$ cat src/hw/smbsp_pkg.sv
// Purpose: shared constants for the two-wire slave pointer interface
// Assumes: system clock of 200 MHz
// Notes:   timing counts derive from printed times and the clock rate
package smbsp_pkg;
  localparam int unsigned CLK_HZ          = 200_000_000;
  localparam int unsigned TIMEOUT_MS      = 25;
  localparam int unsigned TIMEOUT_CYCLES  = (CLK_HZ / 1000) * TIMEOUT_MS;
  localparam int unsigned FM_SCL_MAX_HZ   = 400_000;
  localparam int unsigned HS_SCL_MAX_HZ   = 2_500_000;
  localparam int unsigned SCL_MIN_HZ      = 1_000;
  // input glitch filter depth in ns and in clock cycles, fast and high-speed
  localparam int unsigned FM_FILT_NS      = 50;
  localparam int unsigned HS_FILT_NS      = 10;
  localparam int unsigned FM_FILT_CYCLES  = FM_FILT_NS / 5;
  localparam int unsigned HS_FILT_CYCLES  = HS_FILT_NS / 5;
  localparam logic [6:0]  ADDR_VARIANT_A  = 7'h49;
  localparam logic [6:0]  ADDR_VARIANT_B  = 7'h4C;
  localparam logic [6:0]  ADDR_VARIANT_C  = 7'h4E;
  localparam logic [4:0]  HS_CODE_TOP     = 5'h01;
  localparam logic [7:0]  POINTER_RESET   = 8'h00;
  localparam int unsigned TO_ENABLE_BIT   = 7;
  localparam logic [3:0]  BITS_PER_BYTE   = 4'h8;
endpackage

$ cat src/hw/smbsp_slave.sv
// Purpose: two-wire / SMBus slave with register pointer, timeout and hs-mode entry
// Assumes: scl and sda sampled by mclk; register file lives outside this block
// Notes:   open-drain drive: oe high means pin pulled low
//
// Function
// RQ1 - slave only; open-drain sda and scl, never drives clock or conditions
// RQ2 - supports fast mode to 400 kHz and high-speed mode to 2.5 MHz
// RQ3 - every byte shifted most significant bit first
// RQ4 - start is sda falling while scl high, detected at any time
// RQ5 - address byte is seven address bits then direction, high reads
// RQ6 - on address match pull sda low in ninth clock pulse
// RQ7 - eight data clocks then acknowledge; sda change while scl high is control
// RQ8 - stop is sda rising while scl high; transfer ends with stop or restart
// RQ9 - both lines high means idle, no transfer in progress
// RQ10 - unlimited bytes per transfer; receiver acknowledges every byte
// RQ11 - acknowledge low held stable over the whole acknowledge high phase
// RQ12 - master ends reads with not-acknowledge on last byte
// RQ13 - first byte after write address loads the register pointer
// RQ14 - reads return register selected by last written pointer value
// RQ15 - pointer-only write accepted, then repeated start read allowed
// RQ16 - one fixed seven-bit address, variant 49, 4C or 4E hex
// RQ17 - timeout: line low 25 ms in transfer resets interface, releases lines
// RQ18 - timeout enabled by bit 7 of consecutive-alert register, default off
// RQ19 - master keeps scl at or above 1 kHz during a transfer
// RQ20 - master sends hs master code first after start to exceed 1 MHz
// RQ21 - master code 0000 1xxx is not acknowledged but enters hs filters
// RQ22 - hs mode held over restarts until stop, then back to fast
// RQ23 - pointer resets to zero at power-on
// RQ24 - address mismatch releases sda and ignores bus until next start
// RQ25 - read bits driven after scl falls; sda released in master ack slot
`timescale 1ns/1ps
module smbsp_slave #(
  parameter logic [6:0]  SLAVE_ADDR     = smbsp_pkg::ADDR_VARIANT_B,
  parameter int unsigned TIMEOUT_CYCLES = smbsp_pkg::TIMEOUT_CYCLES
) (
  // clock and reset
  input  wire logic       mclk,
  input  wire logic       rst,
  // two-wire pins
  input  wire logic       scl_in,
  output logic            scl_out,
  output logic            scl_oe,
  input  wire logic       sda_in,
  output logic            sda_out,
  output logic            sda_oe,
  // register file side
  input  wire logic [7:0] consec_alert_reg,
  input  wire logic [7:0] rd_data,
  output logic [7:0]      reg_pointer,
  output logic [7:0]      wr_data,
  output logic            wr_strobe,
  output logic            rd_strobe,
  // status
  output logic            hs_mode,
  output logic            busy
);

  typedef enum logic [5:0] {
    SMBSP_IDLE  = 6'b000001,
    SMBSP_ADDR  = 6'b000010,
    SMBSP_WRITE = 6'b000100,
    SMBSP_READ  = 6'b001000,
    SMBSP_MACK  = 6'b010000,
    SMBSP_IGN   = 6'b100000
  } smbsp_state_t;

  // synchronisers: first stage read only by the second
  logic [1:0] scl_sync;
  logic [1:0] sda_sync;
  always_ff @(posedge mclk or posedge rst) begin
    if (rst) begin
      scl_sync <= 2'h3;
      sda_sync <= 2'h3;
    end else begin
      scl_sync <= {scl_sync[0], scl_in};
      sda_sync <= {sda_sync[0], sda_in};
    end
  end

  // RQ2 RQ21 filter depth per mode
  logic [3:0] filt_len;
  logic [3:0] scl_cnt;
  logic [3:0] sda_cnt;
  logic       scl_f;
  logic       sda_f;
  logic       scl_q;
  logic       sda_q;
  always_comb begin
    filt_len = hs_mode ? 4'(smbsp_pkg::HS_FILT_CYCLES) : 4'(smbsp_pkg::FM_FILT_CYCLES);
  end

  always_ff @(posedge mclk or posedge rst) begin
    if (rst) begin
      scl_f   <= 1'b1;
      sda_f   <= 1'b1;
      scl_cnt <= 4'h0;
      sda_cnt <= 4'h0;
    end else begin
      if (scl_sync[1] == scl_f) begin
        scl_cnt <= 4'h0;
      end else if (scl_cnt >= filt_len) begin
        scl_f   <= scl_sync[1];
        scl_cnt <= 4'h0;
      end else begin
        scl_cnt <= scl_cnt + 4'h1;
      end
      if (sda_sync[1] == sda_f) begin
        sda_cnt <= 4'h0;
      end else if (sda_cnt >= filt_len) begin
        sda_f   <= sda_sync[1];
        sda_cnt <= 4'h0;
      end else begin
        sda_cnt <= sda_cnt + 4'h1;
      end
    end
  end

  always_ff @(posedge mclk or posedge rst) begin
    if (rst) begin
      scl_q <= 1'b1;
      sda_q <= 1'b1;
    end else begin
      scl_q <= scl_f;
      sda_q <= sda_f;
    end
  end

  logic scl_rise;
  logic scl_fall;
  logic start_det;
  logic stop_det;
  assign scl_rise  = scl_f & ~scl_q;
  assign scl_fall  = ~scl_f & scl_q;
  // RQ4 start detection
  assign start_det = scl_f & scl_q & sda_q & ~sda_f;
  // RQ8 stop detection
  assign stop_det  = scl_f & scl_q & ~sda_q & sda_f;

  smbsp_state_t state;
  logic [3:0]   bit_cnt;
  logic [7:0]   shift;
  logic         ack_slot;
  logic         first_wr;
  logic         timeout_hit;
  logic [7:0]   tx_byte;

  // RQ17 bus-low timer
  logic [$clog2(TIMEOUT_CYCLES+1)-1:0] to_cnt;
  always_ff @(posedge mclk or posedge rst) begin
    if (rst) begin
      to_cnt      <= '0;
      timeout_hit <= 1'b0;
    end else begin
      timeout_hit <= 1'b0;
      // RQ18 enable bit gates the timer
      if (!consec_alert_reg[smbsp_pkg::TO_ENABLE_BIT] || state == SMBSP_IDLE
          || (scl_f && sda_f)) begin
        to_cnt <= '0;
      end else if (to_cnt >= ($bits(to_cnt))'(TIMEOUT_CYCLES - 1)) begin
        to_cnt      <= '0;
        timeout_hit <= 1'b1;
      end else begin
        to_cnt <= to_cnt + 1'b1;
      end
    end
  end

  // main byte engine; RQ9 idle when no transfer
  always_ff @(posedge mclk or posedge rst) begin
    if (rst) begin
      state     <= SMBSP_IDLE;
      bit_cnt   <= 4'h0;
      shift     <= 8'h00;
      ack_slot  <= 1'b0;
      first_wr  <= 1'b0;
      wr_data   <= 8'h00;
      wr_strobe <= 1'b0;
      rd_strobe <= 1'b0;
      tx_byte   <= 8'h00;
      // RQ23 pointer power-on value
      reg_pointer <= smbsp_pkg::POINTER_RESET;
    end else begin
      wr_strobe <= 1'b0;
      rd_strobe <= 1'b0;
      if (timeout_hit || stop_det) begin
        state    <= SMBSP_IDLE;
        ack_slot <= 1'b0;
      end else if (start_det) begin
        // RQ24 any start or restart leaves the ignore state
        state    <= SMBSP_ADDR;
        bit_cnt  <= 4'h0;
        ack_slot <= 1'b0;
      end else if (scl_rise && !ack_slot) begin
        // RQ3 RQ7 msb first on scl rise
        shift   <= {shift[6:0], sda_f};
        bit_cnt <= bit_cnt + 4'h1;
        if (state == SMBSP_READ) begin
          shift <= {shift[6:0], 1'b0};
        end
      end else if (scl_rise && ack_slot && state == SMBSP_MACK) begin
        // RQ12 master nack ends read
        if (sda_f) begin
          state <= SMBSP_IGN;
        end else begin
          state     <= SMBSP_READ;
          tx_byte   <= rd_data;
          rd_strobe <= 1'b1;
        end
      end else if (scl_fall && ack_slot) begin
        ack_slot <= 1'b0;
        bit_cnt  <= 4'h0;
        if (state == SMBSP_READ) begin
          shift <= tx_byte;
        end
      end else if (scl_fall && bit_cnt == smbsp_pkg::BITS_PER_BYTE) begin
        ack_slot <= 1'b1;
        case (state)
          SMBSP_ADDR: begin
            // RQ16 RQ5 address compare and direction
            if (shift[7:1] == SLAVE_ADDR) begin
              state    <= shift[0] ? SMBSP_READ : SMBSP_WRITE;
              first_wr <= ~shift[0];
              tx_byte  <= rd_data;
              if (shift[0]) begin
                rd_strobe <= 1'b1;
              end
            end else begin
              state <= SMBSP_IGN;
            end
          end
          SMBSP_WRITE: begin
            // RQ13 RQ15 first write byte loads pointer
            if (first_wr) begin
              reg_pointer <= shift;
              first_wr    <= 1'b0;
            end else begin
              wr_data   <= shift;
              wr_strobe <= 1'b1;
            end
          end
          SMBSP_READ: begin
            // RQ25 release in master ack slot
            state <= SMBSP_MACK;
          end
          default: begin
            state <= SMBSP_IGN;
          end
        endcase
      end
    end
  end

  // RQ21 RQ22 hs master code enters hs mode until stop or timeout
  always_ff @(posedge mclk or posedge rst) begin
    if (rst) begin
      hs_mode <= 1'b0;
    end else if (stop_det || timeout_hit) begin
      hs_mode <= 1'b0;
    end else if (scl_fall && !ack_slot && state == SMBSP_ADDR
                 && bit_cnt == smbsp_pkg::BITS_PER_BYTE
                 && shift[7:3] == smbsp_pkg::HS_CODE_TOP) begin
      hs_mode <= 1'b1;
    end
  end

  // sda drive: RQ6 RQ10 RQ11 ack low across the ack pulse, RQ14 RQ25 read data
  logic next_sda_oe;
  always_comb begin
    next_sda_oe = sda_oe;
    if (timeout_hit || stop_det || start_det) begin
      next_sda_oe = 1'b0;
    end else if (scl_fall) begin
      if (!ack_slot && bit_cnt == smbsp_pkg::BITS_PER_BYTE) begin
        next_sda_oe = (state == SMBSP_ADDR && shift[7:1] == SLAVE_ADDR)
                      || state == SMBSP_WRITE;
      end else if (ack_slot) begin
        next_sda_oe = (state == SMBSP_READ) ? ~tx_byte[7] : 1'b0;
      end else if (state == SMBSP_READ) begin
        next_sda_oe = ~shift[7];
      end else begin
        next_sda_oe = 1'b0;
      end
    end else if (scl_rise && ack_slot && state == SMBSP_MACK && !sda_f) begin
      next_sda_oe = 1'b0;
    end
  end

  // RQ1 open drain only; scl never driven
  always_ff @(posedge mclk or posedge rst) begin
    if (rst) begin
      sda_oe  <= 1'b0;
      sda_out <= 1'b0;
      scl_oe  <= 1'b0;
      scl_out <= 1'b0;
      busy    <= 1'b0;
    end else begin
      sda_oe  <= next_sda_oe;
      sda_out <= 1'b0;
      scl_oe  <= 1'b0;
      scl_out <= 1'b0;
      busy    <= (state != SMBSP_IDLE);
    end
  end

  // RQ1 never drives clock
  a_scl_never_driven: assert property (@(posedge mclk) disable iff (rst) // RQ1
    !scl_oe)
    else $error("scl driven by slave");

  // RQ17 after timeout sda released
  a_timeout_release: assert property (@(posedge mclk) disable iff (rst) // RQ17
    timeout_hit |-> ##2 !sda_oe)
    else $error("sda held after timeout");

  // RQ22 stop clears hs mode
  a_hs_stop_clear: assert property (@(posedge mclk) disable iff (rst) // RQ22
    stop_det |=> !hs_mode)
    else $error("hs mode kept after stop");

  // RQ4 start moves to address
  a_start_addr: assert property (@(posedge mclk) disable iff (rst) // RQ4
    (start_det && !stop_det && !timeout_hit) |=> state == SMBSP_ADDR)
    else $error("start not taken");

  // RQ8 stop goes idle
  a_stop_idle: assert property (@(posedge mclk) disable iff (rst) // RQ8
    stop_det |=> state == SMBSP_IDLE)
    else $error("stop not taken");

  // RQ24 ignore state never drives sda
  a_ign_release: assert property (@(posedge mclk) disable iff (rst) // RQ24
    (state == SMBSP_IGN && $past(state) == SMBSP_IGN) |=> !sda_oe)
    else $error("sda driven while ignoring");

  // RQ14 pointer changes only in write state
  a_ptr_write: assert property (@(posedge mclk) disable iff (rst) // RQ14
    (reg_pointer != $past(reg_pointer)) |-> $past(state) == SMBSP_WRITE)
    else $error("pointer changed outside write");

  // RQ11 ack held while scl high
  a_ack_stable: assert property (@(posedge mclk) disable iff (rst) // RQ11
    (ack_slot && state == SMBSP_WRITE && sda_oe && scl_f && !stop_det
     && !start_det && !timeout_hit) |=> sda_oe)
    else $error("ack released during high phase");

endmodule // smbsp_slave
$ cat config.mk
export PLATFORM = sky130hd
export DESIGN_NAME = smbsp_slave
export DESIGN_NICKNAME = d
export VERILOG_FILES = /design/src/hw/smbsp_pkg.sv /design/src/hw/smbsp_slave.sv
export SDC_FILE = /design/constraint.sdc
export NUM_CORES = 1
export LEC_CHECK = 0
export ABC_AREA = 1
export BUFFER_PORTS_ARGS = -buffer_cell sky130_fd_sc_hd__clkbuf_2
export CAP_MARGIN = 20
export CORE_ASPECT_RATIO = 1.4
export CORE_MARGIN = 2
export CORE_UTILIZATION = 40
export CTS_BUF_LIST = sky130_fd_sc_hd__clkbuf_8 sky130_fd_sc_hd__clkbuf_16
export DETAILED_ROUTE_END_ITERATION = 8
export MAX_ROUTING_LAYER = met4
export PLACE_DENSITY = 0.68
export SLEW_MARGIN = 20
export SYNTH_ARGS = -nofsm -noshare
export SYNTH_HDL_FRONTEND = slang
export SYNTH_SLANG_ARGS = --single-unit
$ cat constraint.sdc
create_clock -name mclk -period 3.16 [get_ports mclk]
set_clock_uncertainty 0.05 [all_clocks]
set_input_delay 0.158 -clock mclk [delete_from_list [all_inputs] [get_ports mclk]]
set_output_delay 0.158 -clock mclk [all_outputs]
set_load 0.01 [all_outputs]
Word-level counts from Yosys, hierarchy flattened

Index checks and enable logic that the tools add are counted.

Logic and storage cells: 183
ROM bits: 0
Memories: 0
Input bits: 20
Register bits: 89
Memory bits (writable): 0
Bits in latches: 0

Shift operators: 0
Equal/unequal tests: 20
Multipliers: 0
Reductions and logical operators: 42
$add $sub $neg: 4
Bitwise operators: 22
Divide/modulo/power cells: 0
Order comparisons: 3
Muxes and demuxes: 69

Operators by type and width:

| cell                                                                  | number |
|---|---|
| 8-bit 2-to-1 mux                                                      | 10 |
| 6-bit 2-to-1 mux                                                      | 8 |
| 23-bit 2-to-1 mux                                                     | 2 |
| 4-bit 2-to-1 mux                                                      | 10 |
| 1-bit 2-to-1 mux                                                      | 37 |
| 8-bit AND reduction                                                   | 4 |
| 23-bit by 1-bit adder with 23-bit output, second input constant       | 1 |
| 23-bit greater-or-equal comparator, second input constant             | 1 |
| 6-bit one-hot mux with 3 select lines                                 | 1 |
| 1-bit inverter                                                        | 15 |
| 2-bit nonzero test                                                    | 7 |
| 1-bit logical AND                                                     | 13 |
| 4-bit by 1-bit adder with 4-bit output, second input constant         | 3 |
| 4-bit greater-or-equal comparator                                     | 2 |
| 4-bit nonzero test                                                    | 2 |
| 1-bit bitwise AND                                                     | 7 |
| 7-bit equality test, second input constant                            | 1 |
| 6-bit by 1-bit equality test with 1-bit output, second input constant | 1 |
| 6-bit by 2-bit equality test with 1-bit output, second input constant | 1 |
| 6-bit by 3-bit equality test with 1-bit output, second input constant | 1 |
| 6-bit by 4-bit equality test with 1-bit output, second input constant | 1 |
| 6-bit by 5-bit equality test with 1-bit output, second input constant | 1 |
| 3-bit != test, second input constant                                  | 2 |
| 6-bit by 1-bit != test with 1-bit output, second input constant       | 1 |
| other kinds (16)                                                      | 28 |

Depth between registers and ports, before layout

Gate-level depths: netlist (run 1).

Depth in word-level cells: 9
Depth in mapped cells: 11

Worst setup path before layout (run 1)

OpenSTA, ideal clock, no wires.

Path type: register -> register
From: register bit_cnt[0]
To: register reg_pointer[0]
Data required time: 2993 ps
Stages on the path, launching flop included: 10
Period minus slack after synthesis: 1614 ps
Arrival time: 1448 ps
Path slack: 1546 ps
Cell sequence: dfrtp_1 > inv_1 > ha_1 > nand3_1 > nor3_4 > nand2_4 > nor2_8 > nand2_2 > nand2_1 > nand2_1

Cells in the longest elaborated chain, start to end: 3

Ends and longest elaborated chain:

| what                          | line               | RTL |
|---|---|---|
| start, declared               | smbsp_slave.sv:140 | `logic [3:0] bit_cnt;` |
| start signal, assigned        | smbsp_slave.sv:196 | `bit_cnt <= bit_cnt + 4'h1;` |
| 4-bit equality test           | smbsp_slave.sv:215 | `end else if (scl_fall && bit_cnt == smbsp_pkg::BITS_PER_BYTE) begin` |
| 1-bit logical AND             | smbsp_slave.sv:215 |  |
| 8-bit AND reduction (no line) | --                 |  |
| end signal, assigned          | smbsp_slave.sv:181 | `reg_pointer <= smbsp_pkg::POINTER_RESET;` |
| end signal, assigned          | smbsp_slave.sv:234 | `reg_pointer <= shift;` |
| end, declared                 | smbsp_slave.sv:49  | `output logic [7:0] reg_pointer,` |

No other way between the ends.
A chain may end at the register's enable or synchronous reset.

Worst setup path after layout (run 1)

From: register scl_q
To: register reg_pointer[2]

Cells in the longest elaborated chain, start to end: 6

Ends and longest elaborated chain:

| what                                                   | line                                                       | RTL |
|---|---|---|
| start, declared                                        | smbsp_slave.sv:86                                          | `logic scl_q;` |
| start signal, assigned                                 | smbsp_slave.sv:123                                         | `scl_q <= scl_f;` |
| 1-bit bitwise AND or 1-bit inverter (tied branches)    | smbsp_slave.sv:135, smbsp_slave.sv:137, smbsp_slave.sv:132 |  |
| 1-bit bitwise AND (on tied branches)                   | smbsp_slave.sv:137, smbsp_slave.sv:132                     |  |
| 1-bit bitwise AND or 1-bit logical AND (tied branches) | smbsp_slave.sv:137, smbsp_slave.sv:200                     |  |
| 1-bit logical OR or 1-bit logical AND (tied branches)  | smbsp_slave.sv:185, smbsp_slave.sv:200                     |  |
| 1-bit inverter (no line)                               | --                                                         |  |
| 8-bit AND reduction (no line) *                        | --                                                         |  |

Every way passes the cells marked *; elsewhere a longest branch is shown, timed or not.

==> results of run 1 <==
==> synthesized netlist by cell type, drive strengths merged, types with 3 or more instances <==
| cell | instances |
|---|---|
| buf | 11 |
| dfrtp | 80 |
| dfstp | 9 |
| ha | 9 |
| inv | 62 |
| mux2i | 5 |
| nand2 | 194 |
| nand3 | 74 |
| nand4 | 13 |
| nor2 | 92 |
| nor3 | 12 |
| o21ai | 24 |
| o21bai | 5 |
| or2 | 3 |
| xnor2 | 4 |
==> area by class of cell <==
| class | count | area [sq um] |
|---|---|---|
| clock inverter | 7 | 62.6 |
| tap | 147 | 184 |
| fill | 1170 | 6290 |
| multi-input combinational | 450 | 2240 |
| clock buffer | 9 | 225 |
| timing repair buffer | 44 | 283 |
| sequential | 89 | 2240 |
| inverter | 62 | 234 |
==> metrics by stage <==
| step | std cells | hold slack (ps) | setup WS [ps] | area, sq um |
|---|---|---|---|---|
| after floorplan | 613 | 112 | 660 | 4800 |
| after global placement | 783 | 196 | 1160 | 5090 |
| after detailed placement | 783 | 200 | 1120 | 5090 |
| after CTS | 808 | 10.3 | 1110 | 5470 |
| after global routing | 808 | 22.0 | 984 | 5470 |
| final | 808 | 8.53 | 1150 | 5470 |
==> power by group through the flow <==
stage | clock network [mW] | registers [mW] | logic, mW
global route | 1.11 | 1.38 | 0.349
finish | 1.03 | 1.36 | 0.300
floorplan | 0 | 1.34 | 0.248
global placement | 0 | 1.37 | 0.282
CTS | 1.06 | 1.36 | 0.307
detailed placement | 0 | 1.38 | 0.297
==> state kept, by name, summed over array words and instances, names as in the netlist, 2 cells and up <==
| signal | cells |
|---|---|
| to_cnt | 23 |
| reg_pointer | 8 |
| shift | 8 |
| tx_byte | 8 |
| wr_data | 8 |
| state | 6 |
| bit_cnt | 4 |
| scl_cnt | 4 |
| sda_cnt | 4 |
| scl_sync | 2 |
| sda_sync | 2 |
==> worst paths after layout <==
check	from	to	slack [ps]
worst max-delay path	scl_q	reg_pointer[2]	1150
worst min-delay path	rd_data[7]	tx_byte[7]	9
worst max register to register	scl_q	reg_pointer[2]	1150
worst min register to register	sda_sync[0]	sda_sync[1]	300
max in group asynchronous	rst	sda_sync[0]	1910
min in group asynchronous	rst	tx_byte[6]	390
==> logic make-up after synthesis <==
group           Yosys count  share of synthesized area [%]
compound gates           34                           4.36
xor+xnor                  6                           1.10
fa+ha+maj                 9                           2.35
buf+inv                  74                           6.66
flops                    89                           46.7
mux                       5                           1.04
other cells               1                         0.0783
simple gates            393                           37.7
==> critical path, stage by stage, from the launching register on <==
cell and delay, ps:
dfstp_2 570, nor2_2 70, nand2_1 380, inv_2 220
nor2_8 290, nand2_2 160, nand2_1 90, nand2_1 50
==> routing by layer <==
layer / vias to the layer above / GRT usage (%) / routed length (microns)
met3: 18 / 3.73 / 324
met4: 0 / 6.81 / 282
met1: 1895 / 19.5 / 4200
li1: 2047 / - / -
met2: 65 / 30.8 / 5280
met5: - / - / 0
==> repair_timing <==
item | in CTS | in global routing
endpoints found under the setup margin | 0 | 0
hold buffers | 9 | 0
endpoints found under the hold margin | 49 | 0
==> run_results.csv, run 1 <==
group,metric,value,unit
power,seqPwrFrac,50.5,%
clock_tree,postCtsSetupRepairBufs,0,
power,peakVddDrop,291,uV
synthesis,post-synth-top-area-fraction,41.8,%
worst_setup_path,crit_required,3350,ps
timing,fin_crit_sh,63.5,%
global_route,antenna_found_initial,0,
timing,drv_slew,0,
floorplan,coreArea,11800,sq um
power,p_int,1.91,mW
worst_setup_path,startpoint_type,"flip-flop",
power,power.switching,0.788,mW
global_route,grt_use_total,17.7,%
finish,diodes,0,
synthesis,synth-seq-cells,89,
floorplan,chipHeight,134,microns
clock_tree,cts_inserted_buffers,9,
placed_design,port_buffers,33,
hold_path,min_path_type,"input port to flip-flop",
detailed_routing,ant_nets,0,
timing,fin_crit,2010,ps
hold_path,hold_path_depth,3,
detailed_routing,drtIter0Drc,154,
global_route,grt-ovfl-total,0,
clock_tree,cts-root-buf,"clkbuf_16",
timing,clock.fmax,498,MHz
worst_setup_path,reg2reg_depth,7,
floorplan,num_rows,47,
synthesis,ys.flop_type,"dfrtp_1",
power,leakagePower,2.77,nW
clock_tree,path_clk_slew,70,ps
detailed_routing,drc,0,
worst_setup_path,arrival,2200,ps
placed_design,dpl.hpwl,7450,microns
detailed_routing,routed_wl,10100,microns
finish,drive_above_1_share,16.0,%
timing,setup_viol,0,
synthesis,synth_cell_type_count,37,
timing,max_slew_margin,33.5,%
synthesis,yosysTopAreaCell,"dfrtp_1",
clock_tree,cts_resized,0,
synthesis,syn_area,4790,sq um
synthesis,avgSynthCellArea,7.84,sq um
floorplan,initial_utilization,40.7,%
synthesis,ys_warn_count,0,
power,p_comb_share,11.1,%
finish,layout_commonest_cell,"nand2_1",
floorplan,num_io_pins,44,
floorplan,die_area,12900,sq um
synthesis,syn_inst,611,
global_route,grt_pass1_wl,17600,microns
timing,finalSetupTns,0,ps
power,pwr-share-clk,38.4,%
detailed_routing,vias,4025,
clock_tree,htree_levels,3,
flow_run,maxCapViolations,0,
detailed_routing,wire_per_inst,12.5,microns
worst_setup_path,cp_max_fo,18,
power,sw_frac_of_total,29.3,%
run_status,status,"finished, final reports clean",
finish,nNetsFinal,685,
clock_tree,cts.path.max_buffers,2,
timing,finalHoldViolCount,0,
clock_tree,clock_latency,350,ps
synthesis,async_reset_ff_share,100,%
timing,rsz0062_at_grt,"no",
finish,final_util,46.5,%
timing,worst_pin_slew,996,ps
finish,syn2layout_area_growth,14.1,%
synthesis,synth_edf_count,0,
worst_setup_path,cp-end-kind,"flip-flop",
detailed_routing,firstDrtPassIters,4,
clock_tree,cts_num_sinks,89,
power,power,2.69,mW
finish,mostFrequentLayoutCells,"182 x nand2_1, 80 x dfrtp_1, 78 x nor2_1, 74 x nand3_1, 51 x inv_1",
floorplan,die_w,96.5,microns
synthesis,synth.area.top_cells,"dfrtp_1 42%, nand2_1 14%, nand3_1 7.7%, nor2_1 6.1%, dfstp_2 4.9%",
power,power.density_cell_area,493,nW/um^2
placed_design,routabilityCongestion,0.936,
global_route,grt_max_degree,48,
detailed_routing,via_per_inst,4.98,
global_route,grt_pass1_vias,4018,
synthesis,seq_area_frac_synth,46.7,%
worst_setup_path,worst-setup-path-type,"flip-flop to flip-flop",
clock_tree,cts_tree,"built",
(Power assumes the default switching activity.)
==> run 2, diff against run 1 <==
PLACE_DENSITY = 0.71   (was 0.68)
clock period = 1.75 ns   (was 3.16 ns; I/O delays follow)
==> run 2 against run 1 <==
Compared with the run above: sequential power increased by 74%; sequential share of layout area decreased by 3.2 points; clock power increased by 84%; critical path type unchanged.
==> run_results.csv, run 2 (same netlist as run 1, synthesis figures left out) <==
group,metric,value,unit
detailed_routing,drtIter0Drc,127,
timing,rsz0062_at_grt,"yes",
floorplan,die_area,12900,sq um
finish,final_cells,853,
worst_setup_path,cpMostUsedCell,"inv_2",
floorplan,chipHeight,134,microns
worst_setup_path,startpoint_type,"flip-flop",
timing,worst_pin_slew,543,ps
finish,largest_reg_flops,23,
worst_setup_path,crit_required,1980,ps
timing,drv_slew,0,
detailed_routing,via_per_inst,4.96,
timing,fin_crit_sh,95.9,%
detailed_routing,drc,0,
clock_tree,cts.path.max_buffers,2,
hold_path,min_path_type,"input port to flip-flop",
placed_design,port_buffers,33,
finish,drive_above_1_share,22.8,%
flow_run,maxCapViolations,0,
finish,top_register,"to_cnt",
finish,mostFrequentLayoutCells,"179 x nand2_1, 80 x dfrtp_1, 75 x nor2_1, 72 x nand3_1, 49 x inv_1",
global_route,antenna_found_initial,0,
worst_setup_path,critPathBufInv,3,
worst_setup_path,arrival,1910,ps
finish,nNetsFinal,730,
global_route,grt-ovfl-total,0,
placed_design,dpl.hpwl,7560,microns
clock_tree,cts-root-buf,"clkbuf_16",
floorplan,coreArea,11800,sq um
timing,finalHoldViolCount,0,
detailed_routing,firstDrtPassIters,4,
timing,setup_viol,0,
timing,fin_crit,1680,ps
finish,syn2layout_area_growth,23.9,%
run_status,status,"finished, final reports clean",
placed_design,placed_cells,807,
clock_tree,htree_levels,3,
global_route,grt_pass1_vias,4270,
floorplan,num_io_pins,44,
power,power.density_cell_area,874,nW/um^2
clock_tree,cts_tree,"built",
global_route,grt_pass1_wl,18300,microns
finish,layout_commonest_cell,"nand2_1",
finish,diodes,0,
timing,max_slew_margin,63.7,%
detailed_routing,vias,4232,
clock_tree,cts_inserted_buffers,9,
floorplan,num_rows,47,
timing,clock.fmax,596,MHz
floorplan,initial_utilization,40.7,%
worst_setup_path,cp_max_fo,8,
floorplan,die_w,96.5,microns
placed_design,routabilityCongestion,0.909,
power,peakVddDrop,488,uV
worst_setup_path,cp_slowest_cell,"dfstp_2",
global_route,grt_max_degree,90,
global_route,grt_use_total,18.3,%
worst_setup_path,crit_family,"simple AND/OR/NAND/NOR gates",
worst_setup_path,cp-end-kind,"flip-flop",
detailed_routing,wire_per_inst,12.7,microns
worst_setup_path,cp_slowest_stage_delay,580,ps
timing,finalSetupTns,0,ps
detailed_routing,ant_nets,0,
detailed_routing,routed_wl,10800,microns
clock_tree,clock_latency,350,ps
power,leakagePower,3.01,nW
clock_tree,path_clk_slew,70,ps
worst_setup_path,worst-setup-path-type,"flip-flop to flip-flop",
timing,whs,202,ps
clock_tree,cts_num_sinks,89,
worst_setup_path,path_cells,"inv_2 > nand4_2 > inv_2 > nor2_8 > nand2_2 > nor2_4 > buf_12 > nand3_1 > nand2_1",
finish,fillers,1106,
## run 2: changes by cell type in the layout (fill, tap and decap cells not counted), moves of 3 or more
| cell | before | now |
|---|---|---|
| nor2_4 | 1 | 5 |
| buf_4 | 1 | 38 |
| nand2_1 | 182 | 179 |
| buf_12 | 1 | 4 |
| nor2_1 | 78 | 75 |
| inv_6 | 2 | 5 |
## run 2: routing by layer
metal / routed length, microns / track usage, % / part of all wire [%] / up-vias
met5: 0 / - / 0 / -
met4: 282 / 8.06 / 2.6 / 0
met3: 271 / 3.22 / 2.5 / 24
met2: 5900 / 32.9 / 55 / 64
met1: 4360 / 18.9 / 40 / 2003
li1: - / - / - / 2141
## run 2: path summary, 6_finish.rpt
path | endpoint | depth (start not counted) | startpoint | slack [ps]
max in group asynchronous | sda_q | 4 | rst | 920
worst max register to register | tx_byte[7] | 9 | sda_f | 70
worst min register to register | sda_sync[1] | 0 | sda_sync[0] | 300
worst max-delay path | tx_byte[7] | 9 | sda_f | 70
worst min-delay path | timeout_hit | 5 | consec_alert_reg[7] | 200
min in group asynchronous | scl_cnt[0] | 4 | rst | 360
## run 2: through the flow
stage | setup WS (ps) | power, mW | utilization (%) | instance area, sq um
final | 72.5 | 5.19 | 50.5 | 5940
after floorplan | 136 | 2.87 | - | 4800
after global placement | -1.90 | 3.17 | 44.8 | 5270
after global routing | -19.5 | 5.44 | 50.5 | 5940
after CTS | 3.62 | 5.15 | 49.0 | 5760
after detailed placement | -90.1 | 3.20 | 44.8 | 5270
## run 2: cell type report
cell class,count,area [sq um],area share [%]
multi-input cells,451,2320,39.1
flip-flops and latches,89,2240,37.7
repair buffers,88,663,11.2
inverters,62,241,4.07
clock buffers,9,225,3.79
well taps,147,184,3.10
clock inverters,7,63.8,1.07
## run 2: power breakdown
group / internal, mW / switching [mW] / total (mW)
Clock: 1.00 / 0.900 / 1.90
Sequential: 2.23 / 0.130 / 2.36
Combinational: 0.422 / 0.501 / 0.923
Total: 3.66 / 1.53 / 5.19
## run 2: tightest hold or removal path: cells and delay by family
kind	cells	cell delay (ps)
buffers and inverters	2	120
AND/OR/NAND/NOR	3	350
## run 2: repair_timing
action | 4_1_cts | 5_1_grt
gates cloned | 0 | 3
resized for setup | 3 | 22
endpoints found under the hold margin | 90 | 0
setup endpoints to repair | 47 | 58
hold buffers | 11 | 0
setup buffers | 7 | 9
pin swaps | 4 | 10
==> run 3, diff against run 2 <==
GPL_TIMING_DRIVEN = 0   (was not set)
==> run 3 against run 2 <==
Compared with the run above: critical endpoint is now wr_data[7]; combinational power down 25%; global-route usage up 0.36 points; sequential share of layout area up 0.49 points; critical path type unchanged; non-clock buffer count down 12.
==> run_results.csv, run 3 (same netlist as run 1, synthesis figures left out) <==
group,metric,value,unit
worst_setup_path,r2r_slack,40,ps
floorplan,chipHeight,134,microns
timing,drv_slew,0,
floorplan,die_w,96.5,microns
detailed_routing,drc,0,
global_route,grt_pass1_vias,4108,
finish,syn2layout_area_growth,22.4,%
timing,setup_viol,0,
global_route,grt_pass1_wl,18400,microns
hold_path,min_path_type,"input port to flip-flop",
clock_tree,path_clk_slew,70,ps
finish,final_util,49.9,%
power,leakagePower,2.95,nW
clock_tree,cts-root-buf,"clkbuf_16",
worst_setup_path,worst-setup-path-type,"flip-flop to flip-flop",
floorplan,initial_utilization,40.7,%
timing,worst_pin_slew,622,ps
clock_tree,clock_latency,350,ps
detailed_routing,ant_nets,0,
timing,max_slew_margin,58.2,%
worst_setup_path,cp-startpoint,"scl_q",
timing,clock.fmax,584,MHz
finish,finalInstanceArea,5870,sq um
detailed_routing,drtIter0Drc,185,
power,peakVddDrop,454,uV
clock_tree,cts.path.max_buffers,2,
detailed_routing,vias,4258,
floorplan,die_area,12900,sq um
worst_setup_path,reg2reg_depth,7,
timing,fin_crit_sh,97.8,%
placed_design,port_buffers,33,
worst_setup_path,crit_required,1940,ps
detailed_routing,routed_wl,11100,microns
finish,top_register,"to_cnt",
global_route,grt_use_total,18.6,%
clock_tree,cts_tree,"built",
floorplan,num_io_pins,44,
clock_tree,cts_num_sinks,89,
finish,diodes,0,
finish,nNetsFinal,719,
flow_run,maxCapViolations,0,
clock_tree,htree_levels,3,
worst_setup_path,regToRegStartpoint,"scl_q",
floorplan,coreArea,11800,sq um
finish,layout_commonest_cell,"nand2_1",
worst_setup_path,arrival,1900,ps
placed_design,dpl.hpwl,7920,microns
power,power.density_cell_area,851,nW/um^2
detailed_routing,via_per_inst,5.06,
floorplan,num_rows,47,
global_route,antenna_found_initial,0,
finish,mostFrequentLayoutCells,"178 x nand2_1, 78 x dfrtp_1, 73 x nand3_1, 72 x nor2_1, 49 x inv_1",
hold_path,hold_path_depth,5,
worst_setup_path,cp-end-kind,"flip-flop",
worst_setup_path,startpoint_type,"flip-flop",
timing,fin_crit,1710,ps
clock_tree,cts_inserted_buffers,9,
timing,rsz0062_at_grt,"yes",
global_route,grt_max_degree,35,
worst_setup_path,cp_max_fo,9,
timing,finalSetupTns,0,ps
worst_setup_path,r2r_end,"wr_data[7]",
run_status,status,"finished, final reports clean",
detailed_routing,wire_per_inst,13.2,microns
global_route,grt-ovfl-total,0,
placed_design,routabilityCongestion,0.953,
finish,largest_reg_flops,23,
worst_setup_path,crit_end,"wr_data[7]",
finish,drive_above_1_share,22.2,%
placed_design,dpl_cell_area,5190,sq um
timing,finalHoldViolCount,0,
detailed_routing,firstDrtPassIters,4,
## run 3: cell count changes in the layout (fill, tap and decap cells not counted), sizes merged
cell,change
buf,-14
inv,-4
clkbuf,+2
clkinv,+2
clkinvlp,+2
nor2,+1
## run 3: layout make-up
cell class / instances / area (sq um)
plain buffers: 11 / 91.3
clock buffers: 9 / 225
clock inverters: 7 / 55.1
fillers: 1124 / 5890
inverters: 62 / 236
multi-input cells: 452 / 2360
flip-flops and latches: 89 / 2240
well taps: 147 / 184
repair buffers: 65 / 474
## run 3: through the flow
step                setup WS, ps  total power, mW  cells  hold WS [ps]
detailed placement          -110             3.08    795           104
finish                      37.7             4.99    842           125
floorplan                    136             2.87    613          42.0
CTS                         1.72             4.95    833           127
global placement           -22.8             3.02    793           129
global route               -38.0             5.23    842           153
## run 3: worst min path at each step
stage / from / endpoint / slack (ps)
2_1_floorplan: scl_in / scl_sync[0] / 40
3_3_place_gp: scl_in / scl_sync[0] / 130
3_5_place_dp: rst / to_cnt[12] / 100
4_1_cts: consec_alert_reg[7] / to_cnt[22] / 130
5_1_grt: consec_alert_reg[7] / to_cnt[18] / 150
6_report: consec_alert_reg[7] / to_cnt[18] / 120
## run 3: repair_timing
action                                  in CTS  in global routing
hold endpoints to repair                    27                  0
cloned                                       0                  3
hold buffers                                11                  0
endpoints found under the setup margin      48                 62
pin swaps                                    5                 13
gates resized for setup                      6                 26
buffers inserted                            11                  7
## run 3: routing by layer
layer	global-route usage, %	wire, microns
met1	20.5	4380
met2	32.4	5970
met3	3.45	385
met4	7.67	353
met5	-	0
## run 3: critical path: stages, from the launching register on
cell     delay, ps
dfstp_2        590
nand2_2        150
nor3_4         270
nand2_4        140
nor2_8         170
nand2_4        100
nand2_1         70
nand2_1         50
## run 3: where the power goes
part	switching, mW	total [mW]	leakage (nW)	internal (mW)
Combinational	0.388	0.688	1.68	0.300
Clock	0.857	1.83	0.132	0.972
Sequential	0.240	2.47	1.14	2.23
Total	1.48	4.99	2.95	3.51
